[src/rtl/spsdp_pkg.sv]
// Shared constants for the serial datagram port: frame layout, status byte
// layout, link timing and the register map of the controlling end.
// Assumes both ends run from the same 10 MHz reference clock.
`default_nettype none

package spsdp_pkg;

    ////////////////////////////////////////////////////////////////////////
    // Datagram layout.
    localparam int DGRAM_W = 40;
    localparam int DATA_W = 32;
    localparam int ADDR_W = 7;
    localparam int STAT_W = 8;
    localparam int RW_BIT = 39;
    localparam int ADDR_HI = 38;
    localparam int ADDR_LO = 32;
    localparam logic [7:0] WRITE_OFFSET = 8'h80;

    ////////////////////////////////////////////////////////////////////////
    // Status byte positions and their sources.
    localparam int ST_RSVD = 7;
    localparam int ST_STOP_TWO = 6;
    localparam int ST_STOP_ONE = 5;
    localparam int ST_VREACH_TWO = 4;
    localparam int ST_VREACH_ONE = 3;
    localparam int ST_DRV_TWO = 2;
    localparam int ST_DRV_ONE = 1;
    localparam int ST_RESET = 0;
    localparam int RAMP_STOP_LEFT_BIT = 0;
    localparam int RAMP_VREACH_BIT = 8;
    localparam int GC_DRV_TWO = 2;
    localparam int GC_DRV_ONE = 1;
    localparam int GC_RESET = 0;
    localparam int GC_W = 3;

    ////////////////////////////////////////////////////////////////////////
    // Timing.
    localparam int SYS_PERIOD_NS = 100;
    localparam int SCK_PERIOD_NS = 800;
    localparam int OSC_MARGIN_PCT = 10;
    localparam int SCK_HALF_CYC = SCK_PERIOD_NS / (2 * SYS_PERIOD_NS);

    ////////////////////////////////////////////////////////////////////////
    // Register map of the controlling end, one 32-bit word each.
    localparam logic [7:0] REG_TX_CMD = 8'h00;
    localparam logic [7:0] REG_TX_DATA = 8'h04;
    localparam logic [7:0] REG_CTRL = 8'h08;
    localparam logic [7:0] REG_STATUS = 8'h0C;
    localparam logic [7:0] REG_RX_STAT = 8'h10;
    localparam logic [7:0] REG_RX_DATA = 8'h14;
    localparam int TX_CMD_WRITE_BIT = 7;
    localparam int CTRL_GO_BIT = 0;
    localparam int STS_BUSY_BIT = 0;
    localparam int STS_DONE_BIT = 1;

endpackage

`default_nettype wire

[src/rtl/spsdp_link_if.sv]
// Four-wire serial link between the controlling end and the device end.
// Assumes mode 3 signalling with an active-low chip select.
`default_nettype none
`timescale 1ns/1ps

interface spsdp_link_if;
    logic sck;
    logic cs_n;
    logic sdi;
    logic sdo;

    modport device(input sck, input cs_n, input sdi, output sdo);
    modport master(output sck, output cs_n, output sdi, input sdo);
endinterface

`default_nettype wire

[src/rtl/spsdp_device.sv]
// Device end of the serial datagram port: 40-bit shift register, command
// latch, pipelined read reply and status byte capture.
// Assumes the register set answers a read strobe with data in the same cycle
// and that the link arrives asynchronously to ref_clk.
//
// Operation
// Datagram is address byte plus four data bytes.
// Bit 39 zero reads, one writes.
// Master adds 0x80 to address for writes.
// Reply always shifted; carries previous read data.
// After a write, reply echoes written data.
// Read datagram data is dummy; register untouched.
// Status byte occupies reply bits 39 to 32.
// Status captured at access end, sent next.
// Bit 7 zero; bits 6,5 left stop flags.
// Bits 4,3 mirror velocity reached flags.
// Bits 2,1 mirror driver faults, cleared externally.
// Bit 0 mirrors reset flag until read.
// Data right aligned, two's complement, packed fields.
// Sample rising, drive after falling, MSB first.
// Master gives at least 40 clocks, select low.
// Extra bits reappear on output after 40 clocks.
// Select rising latches last 40 bits as command.
// Port on system clock; link at most half.
// Internal oscillator needs further 10% link margin.
// Mode 3: idle high, drive falling, sample rising.
// Link inputs resynchronised before edge detection.
`default_nettype none
`timescale 1ns/1ps

module spsdp_device
(
    // Clock and reset
    input wire logic ref_clk,
    input wire logic arst_n,
    // Serial link
    spsdp_link_if.device link,
    // Register set
    output logic reg_wr_en,
    output logic reg_rd_en,
    output logic [spsdp_pkg::ADDR_W-1:0] reg_addr,
    output logic [spsdp_pkg::DATA_W-1:0] reg_wdata,
    input wire logic [spsdp_pkg::DATA_W-1:0] reg_rdata,
    // Status sources
    input wire logic [spsdp_pkg::DATA_W-1:0] motion_profile_state_one,
    input wire logic [spsdp_pkg::DATA_W-1:0] motion_profile_state_two,
    input wire logic [spsdp_pkg::GC_W-1:0] global_condition_register,
    // Link observation
    output logic cmd_dropped
);

    ////////////////////////////////////////////////////////////////////////
    // Resynchronisers. Idle level of select and clock is high.

    logic [1:0] sck_sync;
    logic [1:0] cs_sync;
    logic [1:0] sdi_sync;
    logic sck_prev;
    logic cs_prev;

    always_ff @(posedge ref_clk or negedge arst_n)
    begin
        if (!arst_n)
        begin
            sck_sync <= 2'h3;
            cs_sync <= 2'h3;
            sdi_sync <= 2'h0;
        end
        else
        begin
            sck_sync <= {sck_sync[0], link.sck};
            cs_sync <= {cs_sync[0], link.cs_n};
            sdi_sync <= {sdi_sync[0], link.sdi};
        end
    end

    // Edges are found on the second stage only, so a metastable first stage
    // never reaches a decision.
    always_ff @(posedge ref_clk or negedge arst_n)
    begin
        if (!arst_n)
        begin
            sck_prev <= 1'h1;
            cs_prev <= 1'h1;
        end
        else
        begin
            sck_prev <= sck_sync[1];
            cs_prev <= cs_sync[1];
        end
    end

    logic selected;
    logic sck_rise;
    logic sck_fall;
    logic cs_fall;
    logic cs_rise;

    assign selected = ~cs_sync[1];
    assign sck_rise = selected & sck_sync[1] & ~sck_prev;
    assign sck_fall = selected & ~sck_sync[1] & sck_prev;
    assign cs_fall = ~cs_sync[1] & cs_prev;
    assign cs_rise = cs_sync[1] & ~cs_prev;

    ////////////////////////////////////////////////////////////////////////
    // Reply word and status byte kept between datagrams.

    logic [spsdp_pkg::DATA_W-1:0] reply;
    logic [spsdp_pkg::STAT_W-1:0] status;
    logic [spsdp_pkg::DGRAM_W-1:0] shifter;
    logic [5:0] bit_count;
    logic read_pending;
    logic cmd_ok;

    localparam logic [5:0] FULL_COUNT = 6'(spsdp_pkg::DGRAM_W);

    // Fewer than a full datagram of clocks leaves only garbage in the
    // shifter, so such a frame is not acted on.
    assign cmd_ok = cs_rise & (bit_count == FULL_COUNT);

    function automatic logic [spsdp_pkg::STAT_W-1:0] status_byte(
        input logic [spsdp_pkg::DATA_W-1:0] ramp_one,
        input logic [spsdp_pkg::DATA_W-1:0] ramp_two,
        input logic [spsdp_pkg::GC_W-1:0] gc
    );
        logic [spsdp_pkg::STAT_W-1:0] s;
        s = '0;
        s[spsdp_pkg::ST_RSVD] = 1'h0;
        s[spsdp_pkg::ST_STOP_TWO] = ramp_two[spsdp_pkg::RAMP_STOP_LEFT_BIT];
        s[spsdp_pkg::ST_STOP_ONE] = ramp_one[spsdp_pkg::RAMP_STOP_LEFT_BIT];
        s[spsdp_pkg::ST_VREACH_TWO] = ramp_two[spsdp_pkg::RAMP_VREACH_BIT];
        s[spsdp_pkg::ST_VREACH_ONE] = ramp_one[spsdp_pkg::RAMP_VREACH_BIT];
        s[spsdp_pkg::ST_DRV_TWO] = gc[spsdp_pkg::GC_DRV_TWO];
        s[spsdp_pkg::ST_DRV_ONE] = gc[spsdp_pkg::GC_DRV_ONE];
        s[spsdp_pkg::ST_RESET] = gc[spsdp_pkg::GC_RESET];
        return s;
    endfunction

    // The flags are sampled at the end of every frame, even a short one, so
    // the next reply never shows a status older than the last access.
    always_ff @(posedge ref_clk or negedge arst_n)
    begin
        if (!arst_n)
            status <= '0;
        else if (cs_rise)
            status <= status_byte(motion_profile_state_one, motion_profile_state_two,
                                  global_condition_register);
    end

    ////////////////////////////////////////////////////////////////////////
    // Shift register. It is a plain 40-bit delay line while selected, so any
    // clocks past the fortieth push received bits straight out again.

    always_ff @(posedge ref_clk or negedge arst_n)
    begin
        if (!arst_n)
            shifter <= '0;
        else if (cs_fall)
            shifter <= {status, reply};
        else if (sck_rise)
            shifter <= {shifter[spsdp_pkg::DGRAM_W-2:0], sdi_sync[1]};
    end

    always_ff @(posedge ref_clk or negedge arst_n)
    begin
        if (!arst_n)
            bit_count <= '0;
        else if (cs_fall)
            bit_count <= '0;
        else if (sck_rise && bit_count != FULL_COUNT)
            bit_count <= bit_count + 6'h1;
    end

    logic sdo_q;

    always_ff @(posedge ref_clk or negedge arst_n)
    begin
        if (!arst_n)
            sdo_q <= 1'h0;
        else if (cs_fall)
            sdo_q <= status[spsdp_pkg::STAT_W-1];
        else if (sck_fall)
            sdo_q <= shifter[spsdp_pkg::DGRAM_W-1];
    end

    assign link.sdo = sdo_q;

    ////////////////////////////////////////////////////////////////////////
    // Command latch and register access.

    always_ff @(posedge ref_clk or negedge arst_n)
    begin
        if (!arst_n)
        begin
            reg_wr_en <= 1'h0;
            reg_rd_en <= 1'h0;
            reg_addr <= '0;
            reg_wdata <= '0;
        end
        else
        begin
            reg_wr_en <= cmd_ok & shifter[spsdp_pkg::RW_BIT];
            reg_rd_en <= cmd_ok & ~shifter[spsdp_pkg::RW_BIT];
            if (cmd_ok)
                reg_addr <= shifter[spsdp_pkg::ADDR_HI:spsdp_pkg::ADDR_LO];
            if (cmd_ok && shifter[spsdp_pkg::RW_BIT])
                reg_wdata <= shifter[spsdp_pkg::DATA_W-1:0];
        end
    end

    always_ff @(posedge ref_clk or negedge arst_n)
    begin
        if (!arst_n)
            read_pending <= 1'h0;
        else
            read_pending <= cmd_ok & ~shifter[spsdp_pkg::RW_BIT];
    end

    // A write echoes its own data; a read fetches the addressed register one
    // cycle later. Both are ready long before the next select can fall.
    always_ff @(posedge ref_clk or negedge arst_n)
    begin
        if (!arst_n)
            reply <= '0;
        else if (cmd_ok && shifter[spsdp_pkg::RW_BIT])
            reply <= shifter[spsdp_pkg::DATA_W-1:0];
        else if (read_pending)
            reply <= reg_rdata;
    end

    always_ff @(posedge ref_clk or negedge arst_n)
    begin
        if (!arst_n)
            cmd_dropped <= 1'h0;
        else
            cmd_dropped <= cs_rise & (bit_count != FULL_COUNT);
    end

endmodule

`default_nettype wire

[src/flat_wrapper.sv]
// flat-port wrapper written by rule: the top's interface ports become plain ports
module spsdp_device_flat 
  (ref_clk, arst_n, reg_wr_en, reg_rd_en, reg_addr, reg_wdata, reg_rdata, motion_profile_state_one, motion_profile_state_two, global_condition_register, cmd_dropped, link_sck, link_cs_n, link_sdi, link_sdo);
  spsdp_link_if link_i ();
  input wire logic ref_clk;
  input wire logic arst_n;
  output logic reg_wr_en;
  output logic reg_rd_en;
  output logic [spsdp_pkg::ADDR_W-1:0] reg_addr;
  output logic [spsdp_pkg::DATA_W-1:0] reg_wdata;
  input wire logic [spsdp_pkg::DATA_W-1:0] reg_rdata;
  input wire logic [spsdp_pkg::DATA_W-1:0] motion_profile_state_one;
  input wire logic [spsdp_pkg::DATA_W-1:0] motion_profile_state_two;
  input wire logic [spsdp_pkg::GC_W-1:0] global_condition_register;
  output logic cmd_dropped;
  input wire logic [$bits(link_i.sck)-1:0] link_sck;
  input wire logic [$bits(link_i.cs_n)-1:0] link_cs_n;
  input wire logic [$bits(link_i.sdi)-1:0] link_sdi;
  output wire logic [$bits(link_i.sdo)-1:0] link_sdo;
  assign link_i.sck = link_sck;
  assign link_i.cs_n = link_cs_n;
  assign link_i.sdi = link_sdi;
  assign link_sdo = link_i.sdo;
  spsdp_device u_core (.ref_clk(ref_clk), .arst_n(arst_n), .link(link_i), .reg_wr_en(reg_wr_en), .reg_rd_en(reg_rd_en), .reg_addr(reg_addr), .reg_wdata(reg_wdata), .reg_rdata(reg_rdata), .motion_profile_state_one(motion_profile_state_one), .motion_profile_state_two(motion_profile_state_two), .global_condition_register(global_condition_register), .cmd_dropped(cmd_dropped));
endmodule
[config.mk]
export PLATFORM = sky130hd
export DESIGN_NAME = spsdp_device_flat
export DESIGN_NICKNAME = d
export VERILOG_FILES = /design/src/rtl/spsdp_pkg.sv /design/src/rtl/spsdp_link_if.sv /design/src/rtl/spsdp_device.sv /design/src/flat_wrapper.sv
export SDC_FILE = /design/constraint.sdc
export NUM_CORES = 1
export LEC_CHECK = 0
export ABC_CLOCK_PERIOD_IN_PS = 1950
export BUFFER_PORTS_ARGS = -buffer_cell sky130_fd_sc_hd__buf_2
export CAP_MARGIN = 15
export CORE_MARGIN = 1.5
export CORE_UTILIZATION = 25
export DETAILED_ROUTE_END_ITERATION = 8
export PLACE_DENSITY = 0.54
export SLEW_MARGIN = 20
export SYNTH_ARGS = -nofsm -noshare
export SYNTH_HDL_FRONTEND = slang
export SYNTH_SLANG_ARGS = --single-unit
[constraint.sdc]
create_clock -name ref_clk -period 1.95 [get_ports ref_clk]
set_clock_uncertainty 0.1 [all_clocks]
set_input_delay 0.0975 -clock ref_clk [delete_from_list [all_inputs] [get_ports ref_clk]]
set_output_delay 0.0975 -clock ref_clk [all_outputs]
set_load 0.01 [all_outputs]
; Yosys cells after proc, flatten, opt, wreduce, memory -nomap -nowiden
; Index checks and enable logic that the tools add are counted.
; Widths: inputs -> output; s select.
[op_classes]
addsub = 1
n_eq_ne = 2
n_mux = 8
bitwise_logic = 15
reduce_logical = 6
[op_table]
columns = operator, n
row1 = $mux 40, 2
row2 = $mux 32, 2
row3 = $mux 6, 2
row4 = $and 1x1->1, 10
row5 = $reduce_bool 2->1, 4
row6 = $add 6x1->6 const B, 1
row7 = $eq 6x6->1 const B, 1
row8 = $ne 6x6->1 const B, 1
row9 = $not 1->1, 5
row10 = $logic_and 1x1->1, 2
row11 = $mux 1, 2
[totals]
register_bits = 136
inputBits = 104
output_inout_bits = 43
wordCells = 47

; Longest topological paths before layout
[logic_depth]
word_depth = 6
depth_mapped = 7
mapped_depth_nobuf = 5

; Worst setup path before layout
; Ideal clock, no wire load.
[synth_timing]
path_type = flip-flop to flip-flop
startpoint = reg u_core.bit_count[0]
endpoint = reg u_core.reg_wdata[0] (netlist name)
arrival_ps = 1786
required_time_ps = 1725
slack_ps = -61
path_stages_with_launch = 8
period_less_slack_ps = 2011
cell_sequence = dfrtp_1 -> inv_1 -> ha_1 -> nand4b_1 -> nor4_2 -> buf_4 -> buf_4 -> mux2_2
[synth_between]
elab_chain_len = 3
[synth_rtl]
columns = element, line
row1 = from (decl), spsdp_device.sv:111  ; logic [5:0] bit_count;
row2 = from (signal assigned), spsdp_device.sv:171  ; bit_count <= bit_count + 6'h1;
row3 = $eq 6x6->1, spsdp_device.sv:119  ; assign cmd_ok = cs_rise & (bit_count == FULL_COUNT);
row4 = $and 1x1->1, spsdp_device.sv:119
row5 = $logic_and 1x1->1, spsdp_device.sv:206  ; if (cmd_ok && shifter[spsdp_pkg::RW_BIT])
row6 = to (signal assigned), spsdp_device.sv:207  ; reg_wdata <= shifter[spsdp_pkg::DATA_W-1:0];
row7 = to (decl), spsdp_device.sv:42  ; output logic [spsdp_pkg::DATA_W-1:0] reg_wdata,
; Every way passes these cells.
; A chain may end at the register's enable or synchronous reset.

; Final worst setup path
[layout_timing]
startpoint = reg u_core.bit_count[0]
endpoint = reg u_core.reg_wdata[12] (netlist name)
; Same word-level chain as after synthesis.

==> flow_metrics.tcl <==
set metrics [dict create \
    yosys_register_bits 136 \
    fin_setup_tns_ns 0 \
    cts-root-buf "clkbuf_16" \
    clock_latency_ns 0.41 \
    num_vias 4112 \
    core_area_um2 22700 \
    final-setup-viol-count 0 \
    layout.cells.most_common_list "dfrtp_1, nand2_1, buf_2" \
    synth_top_family_by_area "multiplexers" \
    synth_nets 599 \
    hold_viol_final 0 \
    grt_max_degree 53 \
    grt_antenna_before_repair 0 \
    critPathCapture "u_core.reg_wdata[12]" \
    crit_start "u_core.bit_count[0]" \
    htree_levels 4 \
    wirelength_um 13400 \
    numCtsBuffers 17 \
    final_area_um2 8000 \
    required_ns 2.15 \
    die_area_um2 24100 \
    placed_cell_area_um2 6770 \
    drive_above_1_share_pct 40.8 \
    ant_nets 0 \
    start_kind "flop" \
    path_class "reg -> reg" \
    p_leak_uw 0.00394 \
    portBuffers 86 \
    reg2reg_slack_ns 0.02 \
    cpPeakStageDelay_ns 0.38 \
    pre_cts_slack_ns -0.0579 \
    io_pins 147 \
    worstReg2RegEnd "u_core.reg_wdata[12]" \
    fin_nets 751 \
    finalMaxSlewViolations 0 \
    period_share_pct 99.1 \
    die_x_um 155 \
    postSynthAreaPerCell_um2 11.7 \
    synth_fa_ha_area_share_pct 0.432 \
    layout_commonest_cell "dfrtp_1" \
    hp-class "in -> async" \
    wl_per_cell_um 14.3 \
    globalRouteTotalUtil_pct 11.7 \
    drc 0 \
    status "complete, no violations" \
    synth_compound_area_share_pct 5.79 \
    rsz0062_at_grt "true" \
    grt_pass1_wl_um 21900 \
    dieHeight_um 155 \
    synth_mux_area_share_pct 20.2 \
    drt-vias-per-instance 4.37 \
    grt-ovfl-total 0 \
    areaGrowthSynthToFinish_pct 38.2 \
    yosysSeqAreaShare_pct 58.9 \
    yosys.area_share.simple_pct 11.7 \
    start_util_pct 25.5 \
    cp_max_fo 9 \
    drt_pass1_iterations 5 \
    synthesis.area_um2 5790 \
    cap_viol_max_count 0 \
    synth-xor-area-share_pct 0 \
    end_kind "flop" \
    r2r-start "u_core.bit_count[0]" \
    path_cells "inv_2, ha_4, nand4b_1, nor4_4, buf_6, clkbuf_16, mux2_2" \
    n_fill_cell 2259 \
    power.density_nw_per_um2 848 \
    synth.distinct_cells 33 \
    num_antenna_cells 0 \
    clock_path_buffers 2 \
    cts_sinks 136 \
    grt_pass1_vias 4119 \
    place.gp.congestion 0.703 \
    cp_slowest_cell "dfrtp_1" \
    cts_tree "done" \
    worstMarginPinSlew_ns 0.554 \
    ir_drop_mv 0.505 \
    ff2ff_path_depth 7 \
    cts.clk_slew.worst_paths_ns 0.06 \
    synthesis.instances 493 \
    fp-row-count 55 \
    dp_hpwl_um 8510 \
    fin_crit_ns 1.93 \
    yosysWarnings 0 \
    relSlewSlack_pct 63.1 \
    arrival_ns 2.13 \
    drt_iter0_drc 196 \
    finalWorstSetupSlack_ns 0.0182 \
    max_freq_ghz 0.518 \
]
worst max-delay path, delay by kind of cell, from the launching register on:
family | cells | cell delay [ns]
adder cells (fa/ha/maj) | 1 | 0.12
buffers and inverters | 3 | 0.49
AND/OR/NAND/NOR | 2 | 0.39
flip-flops | 1 | 0.38
multiplexers | 1 | 0.33
cells in the mapped netlist, drive strengths merged:
master / instances / share of area, %
dfrtp: 130 / 56
mux2: 103 / 20
nand2: 103 / 6.7
nor2: 41 / 2.7
a31oi: 39 / 4.2
clkbuf: 23 / 1.5
buf: 9 / 1.1
dfstp: 6 / 2.7
a21oi: 4 / 0.35
inv: 4 / 0.26
nand2b: 3 / 0.32
o21ai: 3 / 0.26
o31ai: 3 / 0.39
ha: 2 / 0.43
nand3: 2 / 0.17
nor2b: 2 / 0.22
nor4: 2 / 0.32
or3: 2 / 0.22
a211oi: 1 / 0.13
a41o: 1 / 0.17
mux2i: 1 / 0.17
nand3b: 1 / 0.13
nand4b: 1 / 0.15
nor3: 1 / 0.17
nor3b: 1 / 0.22
nor4bb: 1 / 0.17
o2111ai: 1 / 0.15
o21a: 1 / 0.13
or3b: 1 / 0.15
or4: 1 / 0.13
metrics by stage:
stage          hold slack (ns)  cells  utilization [%]  power (uW)
2_1_floorplan           -0.298    493                -        3340
3_3_place_gp           -0.0112    863             29.8        3580
3_5_place_dp          -0.00950    863             29.8        3580
4_1_cts                  0.113    935             34.3        6880
5_1_grt                  0.146    940             35.2        7120
6_report                 0.107    940             35.2        6780
sequential cells by signal (all words and copies together) (netlist names):
register,flops
u_core.sck_sync,2
u_core.cs_sync,2
u_core.cmd_dropped,1
u_core.reg_wdata,32
u_core.reg_wr_en,1
u_core.shifter,40
u_core.reply,32
u_core.sdi_sync,2
u_core.reg_rd_en,1
u_core.cs_prev,1
u_core.sck_prev,1
u_core.link.sdo,1
u_core.status,7
u_core.reg_addr,7
u_core.bit_count,6
where the power goes:
part	switching, uW	internal (uW)
clock	1160	2010
sequential	138	2980
combinational	249	242
total	1540	5230
kinds of logic after synthesis:
kind of cell,after synthesis
compound gates,53
fa+ha+maj,2
mux,104
flops,136
simple gates,162
buf+inv,36
metal layers:
metal	vias up	track usage, %	part of all wire, %
li1	2000	-	-
met1	2012	15.6	48
met2	93	18.0	47
met3	7	3.90	4.5
met4	0	3.16	0.80
met5	-	0	0
cell type report:
class	count	area, um^2	share of cell area, %
Sequential cell	136	3410	42.7
Inverter	4	15.0	0.188
Timing Repair Buffer	165	1310	16.3
Clock inverter	9	128	1.60
Tap cell	285	357	4.46
Multi-Input combinational cell	321	2330	29.2
Clock buffer	20	447	5.59
repair_timing:
item | in CTS | in global routing
cloned | 0 | 3
resized for setup | 2 | 33
hold buffers | 43 | 0
setup endpoints to repair | 40 | 71
buffers inserted | 0 | 2
endpoints found under the hold margin | 177 | 0
how the worst min path moves through the flow:
stage               slack (ns)  depth (start not counted)             endpoint
CTS                       0.11                          2     u_core.status[1]
global route              0.15                          2     u_core.status[1]
detailed placement      -0.009                          1     u_core.status[1]
floorplan                -0.30                          0  u_core.bit_count[0]
global placement         -0.01                          1     u_core.status[1]
finish                    0.11                          2     u_core.status[1]
No activity file was read; power rests on OpenSTA's default activity.
